**config.mk**
```make
export PLATFORM = sky130hd
export DESIGN_NAME = uart_extra_features
export DESIGN_NICKNAME = d
export VERILOG_FILES = /design/src/inc/uart_efc_pkg.sv /design/src/core/uart_extra_features.sv /design/src/core/rts_direction.sv
export VERILOG_INCLUDE_DIRS = /design/src /design/src/inc
export SDC_FILE = /design/constraint.sdc
export NUM_CORES = 1
export LEC_CHECK = 0
export BUFFER_PORTS_ARGS = -buffer_cell sky130_fd_sc_hd__buf_2
export CAP_MARGIN = 20
export CORE_AREA = 2 2 81 83
export CTS_CLUSTER_DIAMETER = 120
export DETAILED_ROUTE_END_ITERATION = 10
export DIE_AREA = 0 0 83 85
export GPL_TIMING_DRIVEN = 0
export PLACE_DENSITY = 0.63
export SLEW_MARGIN = 40
export SYNTH_ARGS = -nofsm -noshare
export SYNTH_HDL_FRONTEND = slang
export SYNTH_HIERARCHICAL = 1
export SYNTH_SLANG_ARGS = --single-unit
```
**constraint.sdc**
```tcl
create_clock -name clk_in -period 4.8 [get_ports clk_in]
set_input_delay 0.96 -clock clk_in [delete_from_list [all_inputs] [get_ports clk_in]]
set_output_delay 0.96 -clock clk_in [all_outputs]
set_load 0.01 [all_outputs]
```
**src/inc/uart_efc_params.svh**
```systemverilog
`ifndef UART_EFC_PARAMS_SVH
`define UART_EFC_PARAMS_SVH

// Register byte addresses
`define EFC_ADDR_CTRL   4'h0
`define EFC_ADDR_STATUS 4'h4

// Control field positions
`define EFC_IRDA_BIT    7
`define EFC_INV_BIT     5
`define EFC_AUTO_BIT    4
`define EFC_TXOFF_BIT   2
`define EFC_RXOFF_BIT   1
`define EFC_MDROP_BIT   0

// Control reset value and writable mask
`define EFC_CTRL_RST    8'h00
`define EFC_CTRL_MASK   8'hB7

// Status field positions
`define EFC_ST_TXOFF    0
`define EFC_ST_DRAIN    1
`define EFC_ST_RTS      2
`define EFC_ST_ADDR     3
`define EFC_ST_SENDING  4

// Bus responses
`define EFC_RESP_OKAY   2'h0
`define EFC_RESP_DECERR 2'h3

`endif

```
**src/inc/uart_efc_pkg.sv**
```systemverilog
package uart_efc_pkg;

  // Transmitter enable states
  typedef enum logic [1:0] {
    TX_RUN,
    TX_DRAIN,
    TX_OFF
  } tx_state_e;

  // Master-driven AXI4-Lite signals
  typedef struct packed {
    logic        awvalid;
    logic [3:0]  awaddr;
    logic        wvalid;
    logic [31:0] wdata;
    logic [3:0]  wstrb;
    logic        bready;
    logic        arvalid;
    logic [3:0]  araddr;
    logic        rready;
  } axil_req_s;

  // Slave-driven AXI4-Lite signals
  typedef struct packed {
    logic        awready;
    logic        wready;
    logic        bvalid;
    logic [1:0]  bresp;
    logic        arready;
    logic        rvalid;
    logic [31:0] rdata;
    logic [1:0]  rresp;
  } axil_rsp_s;

  // Sources of the direction pin outside auto mode
  typedef struct packed {
    logic mcr_rts;
    logic flow_en;
    logic flow_rts_n;
  } rts_src_s;

  // Whole state of the control block
  typedef struct packed {
    axil_rsp_s  rsp;
    logic       aw_held;
    logic [3:0] aw_addr;
    logic       w_held;
    logic [7:0] w_byte;
    logic       w_lane0;
    logic [7:0] ctrl;
    tx_state_e  tx_state;
    logic       tx_load_en;
    logic       txd;
    logic       rts_n;
    logic       rxd_meta;
    logic       rxd_sync;
    logic       rx_serial;
    logic       rx_en;
    logic       rx_flush;
    logic       addr_evt;
    logic       addr_seen;
  } efc_state_s;

endpackage : uart_efc_pkg

```
**src/core/uart_extra_features.sv**
```systemverilog
`timescale 1ns/1ps
`include "uart_efc_params.svh"

module uart_extra_features (
  input  wire logic                    clk_in,            // Core clock
  input  wire logic                    rst_n_in,          // Sync reset
  input  wire uart_efc_pkg::axil_req_s axi_in,            // Bus requests
  output uart_efc_pkg::axil_rsp_s      axi_out,           // Bus answers
  input  wire logic                    tx_fifo_wr_in,     // Host FIFO write
  input  wire logic                    tx_fifo_empty_in,  // FIFO empty
  input  wire logic                    tx_shift_busy_in,  // Char shifting
  input  wire logic                    tx_serial_in,      // Core serial out
  output logic                         tx_load_en_out,    // May load shifter
  output logic                         txd_out,           // Transmit pin
  input  wire logic                    rxd_in,            // Receive pin
  output logic                         rx_serial_out,     // To receiver
  output logic                         rx_en_out,         // Receiver on
  output logic                         rx_flush_out,      // Push held char
  input  wire logic                    rx_char_valid_in,  // Char received
  input  wire logic                    rx_parity_in,      // Its parity bit
  output logic                         addr_evt_out,      // Address event
  input  wire uart_efc_pkg::rts_src_s  rts_src_in,        // Pin sources
  output logic                         rts_n_out,         // Direction pin
  output logic                         irda_quarter_out,  // IR pulse select
  output logic                         multidrop_out      // Nine-bit mode
);
  import uart_efc_pkg::*;

  efc_state_s st_r;
  efc_state_s st_nxt;
  logic       sending;
  logic       rts_level;
  logic       wr_go;
  logic [7:0] ctrl_wr;
  logic [7:0] status;

  // Transmitter holds data: write now, FIFO or shifter busy
  assign sending = tx_fifo_wr_in | !tx_fifo_empty_in
                 | tx_shift_busy_in;

  // Direction pin source chooser
  rts_direction u_rts (
    .auto_en_in (st_r.ctrl[`EFC_AUTO_BIT]),
    .invert_in  (st_r.ctrl[`EFC_INV_BIT]),
    .sending_in (sending),
    .src_in     (rts_src_in),
    .rts_n_out  (rts_level)
  );

  // Status word seen by software
  always_comb begin
    status                   = 8'h00;
    status[`EFC_ST_TXOFF]    = (st_r.tx_state == TX_OFF);
    status[`EFC_ST_DRAIN]    = (st_r.tx_state == TX_DRAIN);
    status[`EFC_ST_RTS]      = st_r.rts_n;
    status[`EFC_ST_ADDR]     = st_r.addr_seen;
    status[`EFC_ST_SENDING]  = sending;
  end

  // A write completes once address and data are both held
  assign wr_go   = st_r.aw_held && st_r.w_held && !st_r.rsp.bvalid;
  assign ctrl_wr = st_r.w_byte & `EFC_CTRL_MASK;

  // Next-state logic for the whole block
  always_comb begin
    st_nxt = st_r;
    st_nxt.rx_flush = 1'b0;
    st_nxt.addr_evt = 1'b0;

    // Write address and data capture, any order
    if (axi_in.awvalid && st_r.rsp.awready) begin
      st_nxt.aw_held = 1'b1;
      st_nxt.aw_addr = axi_in.awaddr;
    end
    if (axi_in.wvalid && st_r.rsp.wready) begin
      st_nxt.w_held  = 1'b1;
      st_nxt.w_byte  = axi_in.wdata[7:0];
      st_nxt.w_lane0 = axi_in.wstrb[0];
    end

    // Write commit and response
    if (wr_go) begin
      st_nxt.aw_held   = 1'b0;
      st_nxt.w_held    = 1'b0;
      st_nxt.rsp.bvalid = 1'b1;
      if (st_r.aw_addr == `EFC_ADDR_CTRL) begin
        st_nxt.rsp.bresp = `EFC_RESP_OKAY;
        if (st_r.w_lane0) begin
          st_nxt.ctrl = ctrl_wr;
        end
      end else if (st_r.aw_addr == `EFC_ADDR_STATUS) begin
        st_nxt.rsp.bresp = `EFC_RESP_OKAY;
        if (st_r.w_lane0 && st_r.w_byte[`EFC_ST_ADDR]) begin
          st_nxt.addr_seen = 1'b0;
        end
      end else begin
        st_nxt.rsp.bresp = `EFC_RESP_DECERR;
      end
    end else if (st_r.rsp.bvalid && axi_in.bready) begin
      st_nxt.rsp.bvalid = 1'b0;
    end
    st_nxt.rsp.awready = !st_nxt.aw_held && !st_nxt.rsp.bvalid;
    st_nxt.rsp.wready  = !st_nxt.w_held && !st_nxt.rsp.bvalid;

    // Read channel, one cycle answer
    if (axi_in.arvalid && st_r.rsp.arready) begin
      st_nxt.rsp.rvalid = 1'b1;
      st_nxt.rsp.rdata  = 32'h0000_0000;
      st_nxt.rsp.rresp  = `EFC_RESP_OKAY;
      if (axi_in.araddr == `EFC_ADDR_CTRL) begin
        st_nxt.rsp.rdata[7:0] = st_r.ctrl;
      end else if (axi_in.araddr == `EFC_ADDR_STATUS) begin
        st_nxt.rsp.rdata[7:0] = status;
      end else begin
        st_nxt.rsp.rresp = `EFC_RESP_DECERR;
      end
    end else if (st_r.rsp.rvalid && axi_in.rready) begin
      st_nxt.rsp.rvalid = 1'b0;
    end
    st_nxt.rsp.arready = !st_nxt.rsp.rvalid;

    // Transmitter disable sequence
    case (st_r.tx_state)
      TX_RUN: begin
        if (st_r.ctrl[`EFC_TXOFF_BIT]) begin
          st_nxt.tx_state = TX_DRAIN;
        end
      end
      TX_DRAIN: begin
        if (!st_r.ctrl[`EFC_TXOFF_BIT]) begin
          st_nxt.tx_state = TX_RUN;
        end else if (!tx_shift_busy_in) begin
          st_nxt.tx_state = TX_OFF;
        end
      end
      TX_OFF: begin
        if (!st_r.ctrl[`EFC_TXOFF_BIT]) begin
          st_nxt.tx_state = TX_RUN;
        end
      end
      default: begin
        st_nxt.tx_state = TX_RUN;
      end
    endcase
    // No new loads once disable is requested; FIFO writes stay open
    st_nxt.tx_load_en = (st_nxt.tx_state == TX_RUN);
    st_nxt.txd = (st_nxt.tx_state == TX_OFF) ? 1'b1
               : tx_serial_in;

    // Direction pin
    st_nxt.rts_n = rts_level;

    // Receive pin synchroniser and gating
    st_nxt.rxd_meta  = rxd_in;
    st_nxt.rxd_sync  = st_r.rxd_meta;
    st_nxt.rx_en     = !st_nxt.ctrl[`EFC_RXOFF_BIT];
    st_nxt.rx_serial = st_nxt.rx_en ? st_r.rxd_sync : 1'b1;
    st_nxt.rx_flush  = st_nxt.ctrl[`EFC_RXOFF_BIT]
                     && !st_r.ctrl[`EFC_RXOFF_BIT];

    // Multidrop address detection, set beats clear
    if (st_r.ctrl[`EFC_MDROP_BIT] && rx_char_valid_in
        && rx_parity_in) begin
      st_nxt.addr_evt  = 1'b1;
      st_nxt.addr_seen = 1'b1;
    end
  end

  // State register
  always_ff @(posedge clk_in) begin
    if (!rst_n_in) begin
      st_r                 <= '0;
      st_r.rsp.awready     <= 1'b1;
      st_r.rsp.wready      <= 1'b1;
      st_r.rsp.arready     <= 1'b1;
      st_r.ctrl            <= `EFC_CTRL_RST;
      st_r.tx_state        <= TX_RUN;
      st_r.tx_load_en      <= 1'b1;
      st_r.txd             <= 1'b1;
      st_r.rts_n           <= 1'b1;
      st_r.rxd_meta        <= 1'b1;
      st_r.rxd_sync        <= 1'b1;
      st_r.rx_serial       <= 1'b1;
      st_r.rx_en           <= 1'b1;
    end else begin
      st_r <= st_nxt;
    end
  end

  // Outputs straight from the state register
  assign axi_out          = st_r.rsp;
  assign tx_load_en_out   = st_r.tx_load_en;
  assign txd_out          = st_r.txd;
  assign rx_serial_out    = st_r.rx_serial;
  assign rx_en_out        = st_r.rx_en;
  assign rx_flush_out     = st_r.rx_flush;
  assign addr_evt_out     = st_r.addr_evt;
  assign rts_n_out        = st_r.rts_n;
  assign irda_quarter_out = st_r.ctrl[`EFC_IRDA_BIT];
  assign multidrop_out    = st_r.ctrl[`EFC_MDROP_BIT];

  logic ctrl_wr_ev;
  assign ctrl_wr_ev = wr_go && st_r.w_lane0
                   && (st_r.aw_addr == `EFC_ADDR_CTRL);
endmodule : uart_extra_features

```
**src/core/rts_direction.sv**
```systemverilog
`timescale 1ns/1ps
`include "uart_efc_params.svh"

module rts_direction (
  input  wire logic                   auto_en_in,   // Auto direction on
  input  wire logic                   invert_in,    // Polarity swap
  input  wire logic                   sending_in,   // Transmitter has data
  input  wire uart_efc_pkg::rts_src_s src_in,       // Manual and flow sources
  output logic                        rts_n_out     // Next pin level
);
  import uart_efc_pkg::*;

  // Pin source selection, auto mode first
  always_comb begin
    if (auto_en_in) begin
      rts_n_out = invert_in ? sending_in : !sending_in;
    end else if (src_in.flow_en) begin
      rts_n_out = src_in.flow_rts_n;
    end else begin
      rts_n_out = !src_in.mcr_rts;
    end
  end

endmodule : rts_direction

```
==> results.md <==
* Initial antenna violation count at 0
* Yosys warning count at 6
* Total congestion overflow at 0
* Area growth, synth to finish at 27.7%
* Detailed placement HPWL at 3280 µm
* DIE WIDTH at 83 µm
* Setup CP Type: in -> reg
* Row count at 29
* Clk buf depth at 2
* Maximum vdd drop at 0.000112 V
* CTS Sinks at 46
* Largest net degree at the start of global routing at 14
* H-tree depth at 2
* Top-count cell post-synth: dfxtp_1
* Hold Path Class: reg -> reg
* Fin Clk Skew at 0.00335 ns
* PD cells at 291 nW/µm²
* Pins over their slew limit at 0
* Vias in the first global route at 1528
* Die H at 85 µm
* Full die area at 7060 µm²
* RePlAce Congestion at 0.761
* Clock latency on the worst-skew pair at 0.29 ns
* Reg clk slew, reported paths at 0.08 ns
* Maximum Capacitance Violations at 0
* Worst-margin pin slew at 0.544 ns
* Routed WL per cell at 10.7 µm
* Reg power frac at 54.6%
* Distinct cells, synth at 33
* RSZ-0062 raised after global routing: false
* Required time worst endpoint at 4.95 ns
* Leakage at 1.21 nW
* Detailed Route WL at 4150 µm
* Fill cells at 646
* N_diodes at 0
* Worst slew margin at 63.6%
* CTS buffer count at 5
* IO Count at 111
* Post-route ant nets at 0
* Via count at 1617
* Post-synthesis instance total at 223
* Post-CTS setup repair buffer count at 0
* Mapped Avg Cell Area at 8.96 µm²
* Total negative slack at 0 ns
* Via density at 4.18
* Startpoint Class: input pin
* Post-Syn Area at 2000 µm²
* TritonRoute pass-1 iters at 4
* Crit path DAT at 2.09 ns
* WL met3 at 281 µm
* Cell Int Power at 0.560 mW
* Critical Path Fanout Max at 10
* EDFF count, synth at 0
* CTS tree: built
* Final Critical Period at 1.94 ns
* Critical Path Sink Type: flop
* First-pass GRT wire length at 7030 µm
* Layout cells sized above 1 at 34.5%
* Comb power frac at 13.2%
* Status: completed
* Fin util at 41.1%
* Yosys top cell area share at 46.1%
* Clock network power share at 32.1%
* Sw Share at 24.5%
* Final setup viols at 0
* Core area at 6200 µm²
* Hold Fails Final Rpt at 0
* Root Driver: clkbuf_8
* Synth Register Bits at 46
* Initial Utilization at 32.2%
* Area contributors post-synth: dfxtp_1, buf_4, nand2_1
* Initial DRC count at 66
* Final net count at 370
* M1 wire length at 1900 µm
* Post-CTS Resized at 0
* Top layer in use: met4
* Final hold slack at 0.410 ns
* Met2 wire length at 1900 µm
* Synth top cells by count: dfxtp_1, buf_4, nand2_1
* Asr flop ratio synth at 0%
* Port Buf Inserts at 55
* Fmax at 515 MHz
* Post-CTS Hold Buffers at 0
* Remaining DRCs at 0
* Sw Pwr at 0.182 mW
* Ys flop type: dfxtp_1
* Fin crit share at 40.5%
* Cell taking the most area after synthesis: dfxtp_1
* Gr usage total at 12.4%
* Seq/Total Area, Yosys at 46.1%
critical path, cell delays in order:
cell      delay (ns)
buf_2           0.16
clkbuf_1        0.39
clkbuf_1        0.39
o21ai_0         0.19
power groups by stage:
stage,clock [mW],combinational (mW),sequential (mW)
2_1_floorplan,0,0.0686,0.413
3_3_place_gp,0,0.0970,0.414
3_5_place_dp,0,0.0983,0.415
4_1_cts,0.248,0.0985,0.406
5_1_grt,0.261,0.110,0.408
6_report,0.239,0.0981,0.406
registers in the layout (all words and copies together), names as in the netlist:
register and count:
tx_load_en_out 1, multidrop_out 1, st_r 16, txd_out 1
addr_evt_out 1, st_nxt 1, rts_n_out 1, rx_serial_out 1
rx_en_out 1, axi_out 14, ctrl_wr 6, rx_flush_out 1
irda_quarter_out 1
per-stage QoR:
step	power [mW]	cells	worst slack, ns	cell area, µm²
finish	0.742	387	2.86	2550
global route	0.779	387	2.73	2550
CTS	0.753	387	2.82	2550
detailed placement	0.513	379	2.51	2460
global placement	0.511	379	2.52	2460
floorplan	0.481	247	3.03	2090
cell type report:
cell class | count | area, µm² | share of cell area, %
clock buffers | 7 | 86.3 | 3.38
clock inverters | 1 | 5.00 | 0.196
multi-input cells | 148 | 815 | 31.9
repair buffers | 55 | 275 | 10.8
well taps | 77 | 96.3 | 3.78
plain buffers | 48 | 334 | 13.1
inverters | 5 | 18.8 | 0.736
flip-flops and latches | 46 | 921 | 36.1
metal layers:
| metal | vias up | global-route usage (%) |
|---|---|---|
| li1 | 858 | - |
| met1 | 704 | 14.9 |
| met5 | - | 0 |
| met2 | 48 | 20.5 |
| met4 | 0 | 4.92 |
| met3 | 7 | 4.09 |
layout by cell type (no fill, tap or decap), types with 6 or more instances in the layout:
| master | synthesis | final |
|---|---|---|
| nand3_1 | 13 | 13 |
| clkbuf_8 | 0 | 6 |
| conb_1 | 1 | 25 |
| nor2b_1 | 7 | 7 |
| clkbuf_1 | 7 | 8 |
| a21oi_1 | 15 | 15 |
| buf_2 | 0 | 55 |
| dfxtp_1 | 46 | 46 |
| buf_4 | 41 | 41 |
| mux2i_1 | 9 | 9 |
| o21ai_0 | 6 | 6 |
| nand2_1 | 32 | 32 |
kinds of logic (layout without fill, tap and decap cells):
group	after synthesis	after routing	share of synthesized area, %
muxes	10	10	5.26
and+or+nand+nor	77	77	19.5
buffers and inverters	53	116	17.7
AOI/OAI and AO/OA	35	35	10.9
DFF	46	46	46.1
xor gates and xnor gates	1	1	0.438
other	1	25	0.188
worst paths after layout:
| path | startpoint | cells past startpoint | end | slack [ns] |
|---|---|---|---|---|
| max | rst_n_in | 4 | axi_out[35] | 2.86 |
| max reg2reg | st_r[33] | 3 | rx_en_out | 2.97 |
| min | st_nxt[5] | 1 | st_r[5] | 0.41 |
| min reg2reg | st_nxt[5] | 1 | st_r[5] | 0.41 |
No activity file was read; power rests on OpenSTA's default activity.
